**src/kgs_pkg.sv**
```systemverilog
// Constants, field layout and carrier types of the keyclick and gain step
// control block.
// Assumes a single 10 MHz system clock and a 16-bit register port.
`default_nettype none
package kgs_pkg;
  // Register byte offsets.
  localparam logic [7:0] KGS_CTRL_OFS = 8'h04;
  localparam logic [7:0] KGS_STAT_OFS = 8'h10;
  localparam logic [7:0] KGS_MASK_OFS = 8'h14;
  // Field positions of the control register.
  localparam int KGS_TRIG_POS = 15;
  localparam int KGS_LVL_LSB = 12;
  localparam int KGS_MRATE_POS = 11;
  localparam int KGS_FREQ_LSB = 8;
  localparam int KGS_DUR_LSB = 4;
  localparam int KGS_LSET_POS = 3;
  localparam int KGS_RSET_POS = 2;
  localparam int KGS_PRATE_POS = 1;
  localparam int KGS_MSET_POS = 0;
  // Reset values of the writable fields.
  localparam logic [2:0] KGS_LVL_RST = 3'h4;
  localparam logic [2:0] KGS_FREQ_RST = 3'h4;
  localparam logic [3:0] KGS_DUR_RST = 4'h1;
  // Status and mask bit positions.
  localparam int KGS_EV_CLICK = 0;
  localparam int KGS_EV_LSET = 1;
  localparam int KGS_EV_RSET = 2;
  localparam int KGS_EV_MSET = 3;
  localparam int KGS_EV_W = 4;
  // Timing: system clock and lowest tone frequency in millihertz.
  localparam longint KGS_CLK_HZ = 64'd10_000_000;
  localparam longint KGS_TONE_BASE_MHZ = 64'd62_500;
  // Clock cycles in half a period of the lowest tone (rounded down).
  localparam int KGS_HALF_BASE =
    int'((KGS_CLK_HZ * 64'd1000) / (64'd2 * KGS_TONE_BASE_MHZ));
  localparam int KGS_GAIN_W = 7;

  typedef struct packed {
    logic trig;
    logic [2:0] level;
    logic mic_rate;
    logic [2:0] freq;
    logic [3:0] dur;
    logic play_rate;
  } kgs_ctrl_t;

  typedef struct packed {
    logic [KGS_GAIN_W-1:0] left;
    logic [KGS_GAIN_W-1:0] right;
    logic [KGS_GAIN_W-1:0] mic;
  } kgs_gain_t;
endpackage
`default_nettype wire

```
**src/kgs_ctrl.sv**
```systemverilog
// Keyclick tone generator and PGA soft-stepping control with its register.
// Assumes word clock and record word sync arrive as pins; gain targets and
// AGC flags come from logic on the same clock.
//
// Function
// [RULE1] Writing one starts a click; bit self-clears after set periods.
// [RULE2] Level scales amplitude: 000 lowest, 111 highest, reset 100.
// [RULE3] Tone frequency 62.5 Hz doubled per code up to 8 kHz, reset 1 kHz.
// [RULE4] Click length is two periods per code step plus two, reset four.
// [RULE5] Mic gain steps 0.5 dB per word tick, or per two ticks.
// [RULE6] Under AGC mic rate bit is read-only noise-below-threshold flag.
// [RULE7] Left settled flag reads one when applied left gain equals setting.
// [RULE8] Right settled flag reads one when applied right gain equals setting.
// [RULE9] Playback gains step 0.5 dB each word clock, or every second.
// [RULE10] Mic settled flag reads one when applied mic gain equals setting.
// [RULE11] Under AGC mic settled bit becomes read-only saturation flag.
// [RULE12] Playback codes are 0.5 dB steps; applied gain moves one code.
// [RULE13] Read-only bits ignore writes; retrigger mid-click does not restart.
`default_nettype none
module kgs_ctrl
  import kgs_pkg::*;
#(
  parameter int HALF_BASE = KGS_HALF_BASE
) (
  input wire logic clk_sys_in, // System clock, 10 MHz.
  input wire logic rst_in, // Asynchronous reset, active high.
  input wire logic clk_en_in, // Clock enable; state frozen when low.
  input wire logic [7:0] addr_in, // Register byte address.
  input wire logic [15:0] wdata_in, // Write data.
  input wire logic wr_in, // Write strobe.
  input wire logic rd_in, // Read strobe.
  output logic [15:0] rdata_out, // Read data, cycle after the strobe.
  input wire logic word_clk_in, // Audio word clock pin.
  input wire logic record_word_sync_in, // ADC word sync pin.
  input wire logic agc_on_in, // AGC active on the mic path.
  input wire logic agc_noise_low_in, // Signal below noise threshold.
  input wire logic agc_saturated_in, // AGC has saturated.
  input wire logic [6:0] left_playback_level_in, // Programmed left code.
  input wire logic [6:0] right_playback_level_in, // Programmed right code.
  input wire logic [6:0] mic_gain_level_in, // Programmed mic code.
  output kgs_gain_t gain_out, // Applied gain codes.
  output logic tone_out, // Keyclick square wave.
  output logic tone_active_out, // Keyclick playing.
  output logic [2:0] click_level_out, // Keyclick amplitude code.
  output logic irq_out // Level interrupt.
);

  localparam int HW = $clog2(HALF_BASE + 1);

  // Step toward a target by one code.
  function automatic logic [6:0] step_to(input logic [6:0] cur,
                                         input logic [6:0] tgt);
    if (cur < tgt) begin
      step_to = cur + 7'h01;
    end else if (cur > tgt) begin
      step_to = cur - 7'h01;
    end else begin
      step_to = cur;
    end
  endfunction

  // Pin synchronisers and edge detection.
  logic [2:0] wclk_reg, wclk_next;
  logic [2:0] rws_reg, rws_next;
  logic wclk_tick, rws_tick;

  always_comb begin
    wclk_next = {wclk_reg[1:0], word_clk_in};
    rws_next = {rws_reg[1:0], record_word_sync_in};
    wclk_tick = wclk_reg[1] & ~wclk_reg[2];
    rws_tick = rws_reg[1] & ~rws_reg[2];
  end

  always_ff @(posedge clk_sys_in or posedge rst_in) begin
    if (rst_in) begin
      wclk_reg <= 3'h0;
      rws_reg <= 3'h0;
    end else if (clk_en_in) begin
      wclk_reg <= wclk_next;
      rws_reg <= rws_next;
    end
  end

  // Register file, keyclick generator and soft-stepping.
  kgs_ctrl_t ctrl_reg, ctrl_next;
  logic [KGS_EV_W-1:0] stat_reg, stat_next, mask_reg, mask_next;
  logic [15:0] rdata_reg, rdata_next;
  logic [HW-1:0] half_cnt_reg, half_cnt_next;
  logic [6:0] halves_reg, halves_next;
  logic tone_reg, tone_next;
  logic irq_reg, irq_next;
  kgs_gain_t gain_reg, gain_next;
  logic play_div_reg, play_div_next;
  logic mic_div_reg, mic_div_next;
  logic lset, rset, mset, lset_q_reg, rset_q_reg, mset_q_reg;
  logic [KGS_EV_W-1:0] ev;
  logic wr_ctrl, click_done;
  logic [6:0] halves_total;
  logic [HW-1:0] half_len;
  logic play_step, mic_tick, mic_step;
  logic [15:0] ctrl_view;

  always_comb begin
    lset = gain_reg.left == left_playback_level_in; // RULE7
    rset = gain_reg.right == right_playback_level_in; // RULE8
    mset = gain_reg.mic == mic_gain_level_in; // RULE10
    // Four half periods per code step, starting at four.
    halves_total = {1'b0, ctrl_reg.dur, 2'b00} + 7'h04; // RULE4
    half_len = HW'(HALF_BASE >> ctrl_reg.freq); // RULE3
    wr_ctrl = wr_in && addr_in == KGS_CTRL_OFS;

    ctrl_view = 16'h0000;
    ctrl_view[KGS_TRIG_POS] = ctrl_reg.trig;
    ctrl_view[KGS_LVL_LSB +: 3] = ctrl_reg.level;
    ctrl_view[KGS_MRATE_POS] = agc_on_in ? agc_noise_low_in
                                         : ctrl_reg.mic_rate; // RULE6
    ctrl_view[KGS_FREQ_LSB +: 3] = ctrl_reg.freq;
    ctrl_view[KGS_DUR_LSB +: 4] = ctrl_reg.dur;
    ctrl_view[KGS_LSET_POS] = lset;
    ctrl_view[KGS_RSET_POS] = rset;
    ctrl_view[KGS_PRATE_POS] = ctrl_reg.play_rate;
    ctrl_view[KGS_MSET_POS] = agc_on_in ? agc_saturated_in : mset; // RULE11

    ctrl_next = ctrl_reg;
    half_cnt_next = half_cnt_reg;
    halves_next = halves_reg;
    tone_next = tone_reg;
    click_done = 1'b0;

    // Tone runs while the trigger bit is set.
    if (ctrl_reg.trig) begin
      if (half_cnt_reg >= half_len - HW'(1)) begin
        half_cnt_next = '0;
        tone_next = ~tone_reg;
        if (halves_reg + 7'h01 >= halves_total) begin
          ctrl_next.trig = 1'b0; // RULE1
          tone_next = 1'b0;
          halves_next = 7'h00;
          click_done = 1'b1;
        end else begin
          halves_next = halves_reg + 7'h01;
        end
      end else begin
        half_cnt_next = half_cnt_reg + HW'(1);
      end
    end

    if (wr_ctrl) begin
      ctrl_next.level = wdata_in[KGS_LVL_LSB +: 3]; // RULE2
      ctrl_next.freq = wdata_in[KGS_FREQ_LSB +: 3];
      ctrl_next.dur = wdata_in[KGS_DUR_LSB +: 4];
      ctrl_next.play_rate = wdata_in[KGS_PRATE_POS];
      if (!agc_on_in) begin
        ctrl_next.mic_rate = wdata_in[KGS_MRATE_POS]; // RULE13
      end
      if (!wdata_in[KGS_TRIG_POS]) begin
        // Writing zero stops a click in progress.
        ctrl_next.trig = 1'b0;
        tone_next = 1'b0;
        half_cnt_next = '0;
        halves_next = 7'h00;
      end else if (!ctrl_reg.trig) begin
        ctrl_next.trig = 1'b1; // RULE1
        half_cnt_next = '0;
        halves_next = 7'h00;
      end // RULE13
    end

    // Playback soft-stepping on word clock ticks.
    play_div_next = play_div_reg;
    play_step = 1'b0;
    if (wclk_tick) begin
      play_div_next = ~play_div_reg;
      play_step = !ctrl_reg.play_rate || play_div_reg; // RULE9
    end
    // Mic soft-stepping on word clock or record word sync ticks.
    mic_tick = wclk_tick | rws_tick;
    mic_div_next = mic_div_reg;
    mic_step = 1'b0;
    if (mic_tick) begin
      mic_div_next = ~mic_div_reg;
      mic_step = !ctrl_reg.mic_rate || mic_div_reg; // RULE5
    end
    gain_next = gain_reg;
    if (play_step) begin
      gain_next.left = step_to(gain_reg.left,
                               left_playback_level_in); // RULE12
      gain_next.right = step_to(gain_reg.right, right_playback_level_in);
    end
    if (mic_step && !agc_on_in) begin
      gain_next.mic = step_to(gain_reg.mic, mic_gain_level_in); // RULE5
    end

    // Sticky events; a new event wins over a write-one clear.
    ev = '0;
    ev[KGS_EV_CLICK] = click_done;
    ev[KGS_EV_LSET] = lset & ~lset_q_reg;
    ev[KGS_EV_RSET] = rset & ~rset_q_reg;
    ev[KGS_EV_MSET] = mset & ~mset_q_reg;
    stat_next = stat_reg;
    if (wr_in && addr_in == KGS_STAT_OFS) begin
      stat_next = stat_reg & ~wdata_in[KGS_EV_W-1:0];
    end
    stat_next = stat_next | ev;
    mask_next = mask_reg;
    if (wr_in && addr_in == KGS_MASK_OFS) begin
      mask_next = wdata_in[KGS_EV_W-1:0];
    end
    irq_next = |(stat_reg & mask_reg);

    rdata_next = 16'h0000;
    if (rd_in) begin
      unique case (addr_in)
        KGS_CTRL_OFS: rdata_next = ctrl_view;
        KGS_STAT_OFS: rdata_next = {12'h000, stat_reg};
        KGS_MASK_OFS: rdata_next = {12'h000, mask_reg};
        default: rdata_next = 16'h0000;
      endcase
    end
  end

  always_ff @(posedge clk_sys_in or posedge rst_in) begin
    if (rst_in) begin
      ctrl_reg <= '{trig: 1'b0, level: KGS_LVL_RST, mic_rate: 1'b0,
                    freq: KGS_FREQ_RST, dur: KGS_DUR_RST, play_rate: 1'b0};
      stat_reg <= '0;
      mask_reg <= '0;
      rdata_reg <= 16'h0000;
      half_cnt_reg <= '0;
      halves_reg <= 7'h00;
      tone_reg <= 1'b0;
      irq_reg <= 1'b0;
      gain_reg <= '0;
      play_div_reg <= 1'b0;
      mic_div_reg <= 1'b0;
      lset_q_reg <= 1'b1;
      rset_q_reg <= 1'b1;
      mset_q_reg <= 1'b1;
    end else if (clk_en_in) begin
      ctrl_reg <= ctrl_next;
      stat_reg <= stat_next;
      mask_reg <= mask_next;
      rdata_reg <= rdata_next;
      half_cnt_reg <= half_cnt_next;
      halves_reg <= halves_next;
      tone_reg <= tone_next;
      irq_reg <= irq_next;
      gain_reg <= gain_next;
      play_div_reg <= play_div_next;
      mic_div_reg <= mic_div_next;
      lset_q_reg <= lset;
      rset_q_reg <= rset;
      mset_q_reg <= mset;
    end
  end

  assign rdata_out = rdata_reg;
  assign gain_out = gain_reg;
  assign tone_out = tone_reg;
  assign tone_active_out = ctrl_reg.trig;
  assign click_level_out = ctrl_reg.level; // RULE2
  assign irq_out = irq_reg;

endmodule
`default_nettype wire

```
**config.mk**
```make
export PLATFORM = sky130hd
export DESIGN_NAME = kgs_ctrl
export DESIGN_NICKNAME = d
export VERILOG_FILES = /design/src/kgs_pkg.sv /design/src/kgs_ctrl.sv
export SDC_FILE = /design/constraint.sdc
export NUM_CORES = 1
export LEC_CHECK = 0
export BUFFER_PORTS_ARGS = -buffer_cell sky130_fd_sc_hd__buf_2
export CAP_MARGIN = 20
export CORE_UTILIZATION = 60
export DETAILED_ROUTE_END_ITERATION = 7
export PLACE_DENSITY = 0.89
export SKIP_LAST_GASP = 1
export SYNTH_ARGS = -nofsm -noshare
export SYNTH_HDL_FRONTEND = slang
export SYNTH_SLANG_ARGS = --single-unit
```
**constraint.sdc**
```tcl
create_clock -name clk_sys_in -period 6 [get_ports clk_sys_in]
set_input_delay 0.3 -clock clk_sys_in [delete_from_list [all_inputs] [get_ports clk_sys_in]]
set_output_delay 0.3 -clock clk_sys_in [all_outputs]
set_load 0.01 [all_outputs]
```
# Yosys cells after proc, flatten, opt, wreduce, memory -nomap -nowiden
# Cells that the tools add are included.
# totals
ff_bits,95
in_bits,55
output_inout_bits,43
word_cells,127
# op_classes
n_addsub,10
n_lt_le_gt_ge,8
eq_ne,6
n_shift,1
muxes,39
bitwise,19
n_reduce_logical,21
# ops
cell,count
$mux W17,5
$mux W7,12
$pmux W16 S3,1
$add A7 B1 Y7 const B,4
$eq A7 B7 Y1,3
$gt A7 B7 Y1,3
$lt A7 B7 Y1,3
$sub A7 B1 Y7 const B,3
$mux W1,18
$add A17 B1 Y17 const B,1
$ge A17 B17 Y1,1
$shr A17 B3 Y17 const A,1
$sub A17 B1 Y17 const B,1
$eq A8 B5 Y1 const B,2
$mux W16,1
$mux W13,1
$reduce_and A3 Y1,4
$not A1 Y1,9
$and A4 B4 Y4,2
$eq A8 B3 Y1 const B,1
$reduce_and A2 Y1,4
$add A6 B3 Y7 const B,1
$ge A7 B7 Y1,1
$reduce_bool A2 Y1,3
9 further kinds,19

# Longest topological paths before layout
# Gate-level depths: netlist of run 1.
# logic_depth
depth_word,8
ltp_mapped,17
ltp_nobuf,15

# Worst setup path before layout of run 1
# No wires, ideal clock.
# synth_timing
path_kind,reg2reg
from,reg ctrl_reg[6] in the netlist's numbering
to,reg half_cnt_reg[0]
setup_ps,77
arrival_time_ps,3424
required_ps,5923
path_slack_ps,2500
stages_incl_launch_ff,17
path_cell_list,dfrtp_1 clkbuf_1 inv_1 ha_1 clkbuf_1 o21ai_0 nand2_1 or3_1 nor3_1 o31ai_1 ha_1 a21oi_1 o21ai_0 a41o_1 o21a_1 or4b_4 o21ai_1
# synth_between
elab_chain_len,8
# synth_lines
element,line,rtl
start: declaration,kgs_ctrl.sv:85,"kgs_ctrl_t ctrl_reg, ctrl_next;"
start signal: assignment,kgs_ctrl.sv:224,"ctrl_reg <= '{trig: 1'b0, level: KGS_LVL_RST, mic_rate: 1'b0,"
start signal: assignment,kgs_ctrl.sv:240,ctrl_reg <= ctrl_next;
$shr A17 B3 Y17 (*),kgs_ctrl.sv:109,half_len = HW'(HALF_BASE >> ctrl_reg.freq);
$sub A17 B1 Y17 (*),kgs_ctrl.sv:132,if (half_cnt_reg >= half_len - HW'(1)) begin
$ge A17 B17 Y1 (*),kgs_ctrl.sv:132,
$mux W17 (*),kgs_ctrl.sv:132,
$mux W17 (*),kgs_ctrl.sv:131,if (ctrl_reg.trig) begin
$mux W17,kgs_ctrl.sv:162,end else if (!ctrl_reg.trig) begin
$mux W17,kgs_ctrl.sv:156,if (!wdata_in[KGS_TRIG_POS]) begin
$mux W17 (*),kgs_ctrl.sv:148,if (wr_ctrl) begin
end signal: assignment,kgs_ctrl.sv:244,half_cnt_reg <= half_cnt_next;
end: declaration,kgs_ctrl.sv:88,"logic [HW-1:0] half_cnt_reg, half_cnt_next;"
# Mark *: on every way between the ends. The rest lies on a longest branch, timed or not.
# A chain may end at the register's enable or synchronous reset.

# Final worst setup path of run 1
# layout_timing
from,reg ctrl_reg[6] in the netlist's numbering
to,reg halves_reg[5]
# layout_between
elab_chain_len,8
# layout_lines
element,line,rtl
$shr A17 B3 Y17 (*),kgs_ctrl.sv:109,
$sub A17 B1 Y17 (*),kgs_ctrl.sv:132,
$ge A17 B17 Y1 (*),kgs_ctrl.sv:132,
$mux W7 (*),kgs_ctrl.sv:132,
$mux W7 (*),kgs_ctrl.sv:131,
$mux W7,kgs_ctrl.sv:162,
$mux W7,kgs_ctrl.sv:156,
$mux W7 (*),kgs_ctrl.sv:148,
end signal: assignment,kgs_ctrl.sv:245,halves_reg <= halves_next;
end: declaration,kgs_ctrl.sv:89,"logic [6:0] halves_reg, halves_next;"
# Marks and branches as above.

==> flow_metrics.env, run 1 <==
export IMPL_h_tree_depth=3
export IMPL_cpLargestDelayFamily="compound AO/OA/AOI/OAI gates"
export IMPL_ctsResizeCount=0
export IMPL_cp_slowest_cell="o21ai_2"
export IMPL_io_buffers=97
export IMPL_relSlewSlack=0.299
export IMPL_fin_crit_ps=4140
export IMPL_hold_class="in2reg"
export IMPL_dieArea_um2=11100
export IMPL_cts_setup_buffers=0
export IMPL_drc_errors=0
export IMPL_fin_nets=918
export IMPL_row_count=37
export IMPL_cp_data_arrival_time_ps=4390
export IMPL_ys_seq_area_frac=0.372
export IMPL_cts_made_buffers=9
export IMPL_final_antenna_net_count=0
export IMPL_start_util=0.620
export IMPL_layout_common_cells="buf_2, dfrtp_1, inv_1"
export IMPL_ir_drop_v=0.000459
export IMPL_vias_per_cell=6.06
export IMPL_first_global_vias=5702
export IMPL_max_clock_freq_ghz=0.241
export IMPL_total_power_mw=2.56
export IMPL_route_vias_total=5659
export IMPL_cp_start_kind="flop"
export IMPL_yosys_warnings=0
export IMPL_setup_viol=0
export IMPL_crit_type="reg2reg"
export IMPL_cts_root_buf="clkbuf_8"
export IMPL_wl_mm=15.4
export IMPL_fin_crit_sh=0.691
export IMPL_first_pass_iters=7
export IMPL_startpoint="ctrl_reg[6]"
export IMPL_tightest_slew_ps=1040
export IMPL_final_common_cell="buf_2"
export IMPL_synth_flop_cell="dfrtp_1"
export IMPL_insertion_delay_ps=370
export IMPL_drt_iter0_drc=336
export IMPL_ff2ff_path_depth=14
export IMPL_synth_area_um2=6400
export IMPL_die_h_um=105
export IMPL_synth_seq_cells=95
export IMPL_grt_pass1_wl_mm=25.6
export IMPL_synthToLayoutAreaGrowth_pct=12.2
export IMPL_die_width_um=105
export IMPL_reg2reg_from="ctrl_reg[6]"
export IMPL_end_kind="flop"
export IMPL_rsz0062_at_grt="no"
export IMPL_power_density_nw_per_um2=357
export IMPL_slew_violations=0
export IMPL_syn_nets=829
export IMPL_synth_edf_count=0
export IMPL_dp_hpwl_mm=11.6
export IMPL_clkTransAtPathRegs_ps=100
export IMPL_worstPathRequired_ps=6240
export IMPL_tritoncts="done"
export IMPL_cp_max_fo=19
export IMPL_maxCapViolations=0
export IMPL_place_gp_congestion=0.910
export IMPL_crit_buf_inv=1
export IMPL_tns_ps=0
export IMPL_overflow=0
export IMPL_clockBufferDepth=2
export IMPL_layout_drive_gt1_share=0.207
export IMPL_hold_violations=0
export IMPL_holdPathEnd="rws_reg[0]"
export IMPL_synth_cells=704
export IMPL_leakage_nw=3.49
export IMPL_finClkSkew_ps=14.3
export IMPL_antenna_found_initial=0
export IMPL_largest_reg_flops=21
export IMPL_grt_max_degree=84
export IMPL_crit_chain="inv_1 -> ha_1 -> o21ai_0 -> nand2_1 -> or3_1 -> nor3_1 -> o31ai_1 -> ha_1 -> nand2_1 -> o21ai_0 -> a41o_1 -> o21ai_2 -> a21boi_0 -> o2bb2ai_1"
export IMPL_core_area_um2=10300
export IMPL_min_path_cells=2
export IMPL_r2r_end="halves_reg[5]"
export IMPL_async_flop_share=1.00
export IMPL_worstHoldStart="record_word_sync_in"
export IMPL_wire_per_inst_um=16.5
export IMPL_whs_ps=153
export IMPL_r2r_slack_ps=1860
export IMPL_avgSynthCellArea_um2=9.09
export IMPL_ctsHoldBuffers=1
export IMPL_ys_types=56
export IMPL_outcome="finished clean"
export IMPL_crit_path_max_incr_delay_ps=620
export IMPL_grt_total_usage=0.287
export IMPL_num_antenna_cells=0
export IMPL_clock_sinks=95
export IMPL_io_pins=98
-- final cells by class --
| cell class | instances | area (um2) |
|---|---|---|
| Clock buffer | 11 | 141 |
| Clock inverter | 5 | 33.8 |
| Fill cell | 769 | 3140 |
| Inverter | 85 | 320 |
| Multi-Input combinational cell | 500 | 3590 |
| Sequential cell | 95 | 2380 |
| Tap cell | 136 | 170 |
| Timing Repair Buffer | 102 | 546 |
-- how the worst max path moves through the flow --
stage	to	slack [ps]	cells after the start
4_1_cts	halves_reg[2]	1960	14
6_report	halves_reg[5]	1860	14
3_5_place_dp	halves_reg[5]	1950	14
2_1_floorplan	half_cnt_reg[0]	2500	16
3_3_place_gp	halves_reg[1]	2250	14
5_1_grt	halves_reg[2]	1510	14
-- kinds of logic (layout without fill, tap and decap cells) --
family / after synthesis / after routing / synth area share
flip-flops: 95 / 95 / 0.372
adder cells (fa/ha/maj): 70 / 70 / 0.140
AO/OA/AOI/OAI: 185 / 185 / 0.178
multiplexers: 39 / 39 / 0.0676
AND/OR/NAND/NOR: 177 / 177 / 0.135
buffers and inverters: 109 / 203 / 0.0670
XOR/XNOR: 29 / 29 / 0.0397
-- power by group --
part | internal, mW | switching, mW | leakage [nW]
Combinational | 0.580 | 0.662 | 2.19
Clock | 0.162 | 0.230 | 0.0853
Sequential | 0.773 | 0.157 | 1.21
-- metal layers --
metal,share of wire,wire [um],GRT usage,up-vias
li1,-,-,-,2669
met1,0.39,6050,0.334,2718
met2,0.52,8010,0.508,223
met3,0.058,892,0.0563,49
met4,0.029,454,0.135,0
met5,0,0,0,-
-- Yosys cell counts, drive strengths merged, types with 15 or more instances --
cell type / number / area [um2]
mux2: 34 / 383
inv: 85 / 319
nor3: 15 / 75.1
dfrtp: 89 / 2230
nor2: 31 / 116
nand2: 61 / 229
ha: 67 / 838
o22ai: 18 / 113
xnor2: 21 / 184
a21oi: 46 / 230
nand3: 15 / 75.1
o21ai: 55 / 279
-- stage by stage --
stage	area (um2)	util	std cells	setup WS (ps)
6_report	7180	0.696	934	1860
5_1_grt	7180	0.696	934	1510
4_1_cts	7160	0.693	933	1960
3_5_place_dp	6970	0.675	916	1950
3_3_place_gp	6970	0.675	916	2250
2_1_floorplan	6400	-	704	2500
Power figures use the tool's default switching activity.
==> run 2: changes to the inputs <==
--- a/config.mk
+++ b/config.mk
@@ -7,9 +7,9 @@
 export LEC_CHECK = 0
 export BUFFER_PORTS_ARGS = -buffer_cell sky130_fd_sc_hd__buf_2
 export CAP_MARGIN = 20
-export CORE_UTILIZATION = 60
+export CORE_UTILIZATION = 58
 export DETAILED_ROUTE_END_ITERATION = 7
-export PLACE_DENSITY = 0.89
+export PLACE_DENSITY = 0.86
 export SKIP_LAST_GASP = 1
 export SYNTH_ARGS = -nofsm -noshare
 export SYNTH_HDL_FRONTEND = slang
==> constraint.sdc (replaced) <==
create_clock -name clk_sys_in -period 4 [get_ports clk_sys_in]
set_input_delay 0.2 -clock clk_sys_in [delete_from_list [all_inputs] [get_ports clk_sys_in]]
set_output_delay 0.2 -clock clk_sys_in [all_outputs]
set_load 0.01 [all_outputs]
==> run 2 against run 1 <==
Combinational power is 48% higher. Non-clock buffer count is 2 higher. Sequential power is 51% higher. Register-to-register slack worse by 1600 ps. Hold slack worse by 110 ps. Largest power group unchanged. Critical path depth stayed put. Total power is 52% higher. Global-route usage is 0.35 points lower. Critical endpoint is now half_cnt_reg[2]. Clock power is 69% higher. Cell area is 0.30% higher.
==> flow_metrics.env, run 2 (synthesis results as in run 1) <==
export IMPL_crit_end="half_cnt_reg[2]"
export IMPL_setup_viol=0
export IMPL_ff2ff_path_depth=14
export IMPL_total_power_mw=3.89
export IMPL_power_density_nw_per_um2=540
export IMPL_wl_mm=15.4
export IMPL_layout_drive_gt1_share=0.211
export IMPL_dp_hpwl_mm=11.7
export IMPL_drt_iter0_drc=357
export IMPL_cts_made_buffers=9
export IMPL_whs_ps=39.7
export IMPL_end_kind="flop"
export IMPL_grt_max_degree=63
export IMPL_leakage_nw=3.50
export IMPL_ir_drop_v=0.000648
export IMPL_fin_nets=920
export IMPL_tightest_slew_ps=916
export IMPL_tns_ps=0
export IMPL_grt_pass1_wl_mm=25.5
export IMPL_slew_violations=0
export IMPL_hold_violations=0
export IMPL_clkTransAtPathRegs_ps=100
export IMPL_outcome="finished clean"
export IMPL_dieArea_um2=11500
export IMPL_num_antenna_cells=0
export IMPL_overflow=0
export IMPL_grt_total_usage=0.283
export IMPL_first_global_vias=5623
export IMPL_cp_data_arrival_time_ps=4070
export IMPL_clock_sinks=95
export IMPL_grt_use_met1=0.334
export IMPL_min_path_cells=2
export IMPL_io_pins=98
export IMPL_layout_common_cells="buf_2, dfrtp_1, inv_1"
export IMPL_fillers=798
export IMPL_relSlewSlack=0.384
export IMPL_final_common_cell="buf_2"
export IMPL_place_gp_congestion=0.927
export IMPL_tritoncts="done"
export IMPL_cp_max_fo=10
export IMPL_cts_root_buf="clkbuf_8"
export IMPL_die_h_um=107
export IMPL_route_vias_total=5588
export IMPL_clockBufferDepth=2
export IMPL_drc_errors=0
export IMPL_rsz0062_at_grt="no"
export IMPL_fin_area_um2=7210
export IMPL_hold_class="in2reg"
export IMPL_post_dp_cell_area_um2=6980
export IMPL_fin_crit_sh=0.940
export IMPL_maxCapViolations=0
export IMPL_wire_per_inst_um=16.4
export IMPL_r2r_end="half_cnt_reg[2]"
export IMPL_finClkSkew_ps=18.3
export IMPL_die_width_um=107
export IMPL_row_count=37
export IMPL_worstPathRequired_ps=4300
export IMPL_final_util=0.686
export IMPL_largest_reg_flops=21
export IMPL_antenna_found_initial=0
export IMPL_vias_per_cell=5.97
export IMPL_use_met2=0.488
export IMPL_max_clock_freq_ghz=0.266
export IMPL_first_pass_iters=7
export IMPL_core_area_um2=10500
export IMPL_grt_busiest_layer="met2"
export IMPL_io_buffers=97
export IMPL_fin_crit_ps=3760
export IMPL_crit_type="reg2reg"
export IMPL_insertion_delay_ps=390
export IMPL_start_util=0.609
export IMPL_use_met3=0.0663
export IMPL_synthToLayoutAreaGrowth_pct=12.5
export IMPL_h_tree_depth=3
export IMPL_startpoint="ctrl_reg[5]"
export IMPL_reg2reg_from="ctrl_reg[5]"
export IMPL_final_antenna_net_count=0
export IMPL_cp_start_kind="flop"
export IMPL_r2r_slack_ps=240
## run 2: metal layers
metal  part of all wire  wire (um)
met4              0.029        451
met3              0.061        943
met1               0.40       6180
met5                  0          0
met2               0.51       7790
## run 2: cell type report
cell class	instances	area, um2	area share
Sequential cell	95	2390	0.331
Timing Repair Buffer	104	541	0.0750
Clock buffer	10	128	0.0177
Tap cell	136	170	0.0236
Clock inverter	6	68.8	0.00955
Inverter	85	320	0.0445
Multi-Input combinational cell	500	3590	0.499
## run 2: what timing repair did
action / in CTS / in global routing
endpoints found under the setup margin: 0 / 14
resized for setup: 0 / 2
hold buffers: 1 / 0
endpoints found under the hold margin: 31 / 0
setup buffers: 0 / 1
## run 2: worst min path at each step
stage	start	endpoint	slack, ps
after floorplan	wdata_in[13]	click_level_out[1]	350
after global placement	rst_in	click_level_out[0]	270
after detailed placement	rst_in	click_level_out[0]	280
after CTS	record_word_sync_in	rws_reg[0]	20
after global routing	word_clk_in	wclk_reg[0]	30
final	record_word_sync_in	rws_reg[0]	40
## run 2: power breakdown
| part | switching (mW) | total [mW] | internal (mW) |
|---|---|---|---|
| clock | 0.368 | 0.661 | 0.293 |
| sequential | 0.239 | 1.40 | 1.16 |
| combinational | 0.971 | 1.83 | 0.861 |
| total | 1.58 | 3.89 | 2.31 |
## run 2: critical path, stage by stage (launching register included)
cell and delay [ps]:
dfrtp_1 450, inv_1 160, ha_1 350, o21ai_0 210, nand2_1 110, or3_1 360
nor3_1 170, o31ai_1 100, ha_1 320, a21oi_1 130, o21ai_0 120, a41o_1 250
o21a_1 250, or4b_4 550, o22ai_1 160
## run 2: metrics by stage
step	worst slack (ps)	std cells
CTS	213	934
global placement	542	917
global route	43.7	936
floorplan	500	704
finish	239	936
detailed placement	208	917
==> run 3: changes to the inputs <==
==> constraint.sdc (replaced) <==
create_clock -name clk_sys_in -period 3.65 [get_ports clk_sys_in]
set_input_delay 0.1825 -clock clk_sys_in [delete_from_list [all_inputs] [get_ports clk_sys_in]]
set_output_delay 0.1825 -clock clk_sys_in [all_outputs]
set_load 0.01 [all_outputs]
==> run 3 against run 2 <==
Via count grew 1.7%. Critical path depth unchanged. Global-route usage shrank 0.38 points. Register-to-register slack worse by 120 ps. Sequential power increased by 9%. Routed wire length up 0.34%. Core utilization is 0.56 points higher. Worst setup slack lost 120 ps. Clock skew shrank 5.1 ps. Clock power is 8.5% higher. Critical endpoint is now half_cnt_reg[0].
==> flow_metrics.env, run 3 (synthesis results as in run 1) <==
export IMPL_worstHoldStart="wdata_in[12]"
export IMPL_cts_made_buffers=9
export IMPL_wire_per_inst_um=16.4
export IMPL_die_h_um=107
export IMPL_reg2reg_from="ctrl_reg[6]"
export IMPL_leakage_nw=3.51
export IMPL_power_density_nw_per_um2=590
export IMPL_fin_cells=941
export IMPL_overflow=0
export IMPL_grt_total_usage=0.280
export IMPL_final_common_cell="buf_2"
export IMPL_row_count=37
export IMPL_hold_violations=0
export IMPL_grt_pass1_wl_mm=25.3
export IMPL_vias_per_cell=6.04
export IMPL_wl_mm=15.4
export IMPL_dieArea_um2=11500
export IMPL_antenna_found_initial=0
export IMPL_cp_data_arrival_time_ps=3840
export IMPL_fin_crit_ps=3530
export IMPL_tritoncts="done"
export IMPL_dp_hpwl_mm=11.6
export IMPL_drc_errors=0
export IMPL_first_global_vias=5670
export IMPL_clkTransAtPathRegs_ps=100
export IMPL_die_width_um=107
export IMPL_io_pins=98
export IMPL_crit_chain="ha_2 -> nand2_1 -> ha_2 -> nand2_1 -> or3_4 -> nor3_2 -> o31ai_2 -> ha_1 -> a21oi_1 -> o21ai_0 -> a41o_1 -> o21a_2 -> or4b_4 -> o21ai_1"
export IMPL_cp_slowest_cell="or4b_4"
export IMPL_max_clock_freq_ghz=0.283
export IMPL_clock_sinks=95
export IMPL_end_kind="flop"
export IMPL_layout_drive_gt1_share=0.225
export IMPL_clockBufferDepth=2
export IMPL_final_util=0.691
export IMPL_drt_iter0_drc=306
export IMPL_relSlewSlack=0.358
export IMPL_h_tree_depth=3
export IMPL_tns_ps=0
export IMPL_fin_crit_sh=0.967
export IMPL_crit_type="reg2reg"
export IMPL_fin_nets=924
export IMPL_insertion_delay_ps=380
export IMPL_core_area_um2=10500
export IMPL_cp_max_fo=8
export IMPL_ir_drop_v=0.000689
export IMPL_slew_violations=0
export IMPL_maxCapViolations=0
export IMPL_rsz0062_at_grt="yes"
export IMPL_place_gp_congestion=0.921
export IMPL_outcome="finished clean"
export IMPL_finClkSkew_ps=13.3
export IMPL_cp_start_kind="flop"
export IMPL_worstPathRequired_ps=3960
export IMPL_largest_reg_flops=21
export IMPL_startpoint="ctrl_reg[6]"
export IMPL_dp_cells=920
export IMPL_hold_class="in2reg"
export IMPL_crit_path_max_incr_delay_ps=550
export IMPL_final_antenna_net_count=0
export IMPL_first_pass_iters=5
export IMPL_synthToLayoutAreaGrowth_pct=13.5
export IMPL_start_util=0.609
export IMPL_tightest_slew_ps=960
export IMPL_grt_max_degree=49
export IMPL_io_buffers=97
export IMPL_setup_viol=0
export IMPL_layout_common_cells="buf_2, dfrtp_1, inv_1"
export IMPL_route_vias_total=5681
export IMPL_cts_root_buf="clkbuf_8"
## run 3: layer usage
| metal | share of wire | global-route usage | wire [um] |
|---|---|---|---|
| met1 | 0.39 | 0.324 | 6030 |
| met2 | 0.52 | 0.499 | 8030 |
| met3 | 0.065 | 0.0681 | 998 |
| met4 | 0.024 | 0.101 | 364 |
| met5 | 0 | 0 | 0 |
## run 3: area by class of cell
type / count / area (um2)
multi-input cells: 500 / 3620
fillers: 778 / 3240
flip-flops and latches: 95 / 2390
repair buffers: 108 / 568
inverters: 85 / 320
well taps: 136 / 170
clock buffers: 10 / 128
clock inverters: 6 / 68.8
diodes: 1 / 2.50
## run 3: power breakdown
group / internal, mW / total [mW] / switching, mW
logic: 0.954 / 2.04 / 1.08
clock network: 0.322 / 0.717 / 0.395
registers: 1.27 / 1.53 / 0.261
total: 2.55 / 4.29 / 1.74
## run 3: critical path, delay by kind of cell, from the launching register on
| family | cells | cell delay (ps) |
|---|---|---|
| AND/OR/NAND/NOR | 5 | 1240 |
| AO/OA/AOI/OAI | 6 | 1010 |
| adder cells (fa/ha/maj) | 3 | 760 |
| flip-flops | 1 | 460 |
## run 3: worst paths after layout
path / endpoint / slack [ps] / cells past startpoint
max in group asynchronous: ctrl_reg[1] / 2210 / 4
min in group asynchronous: ctrl_reg[8] / 480 / 3
hold / removal: click_level_out[0] / 30 / 2
setup reg to reg: half_cnt_reg[0] / 120 / 14
hold reg to reg: mset_q_reg / 480 / 2
setup / recovery: half_cnt_reg[0] / 120 / 14
## run 3: timing repair
item / in CTS / in global routing
setup endpoints to repair: 3 / 24
hold endpoints to repair: 42 / 0
resized for setup: 2 / 10
setup buffers: 0 / 3
hold buffers: 1 / 0
## run 3: per-stage QoR
step                      cell area [um2]  hold WS (ps)  total power, mW  setup slack, ps
final                                7260          29.6             4.29              121
after global routing                 7260          20.1             4.61            -54.5
after CTS                            7210          19.0             4.27             9.20
after detailed placement             7000           352             3.55            -27.0
after global placement               7000           348             3.37              234
after floorplan                      6400           333             2.99              150
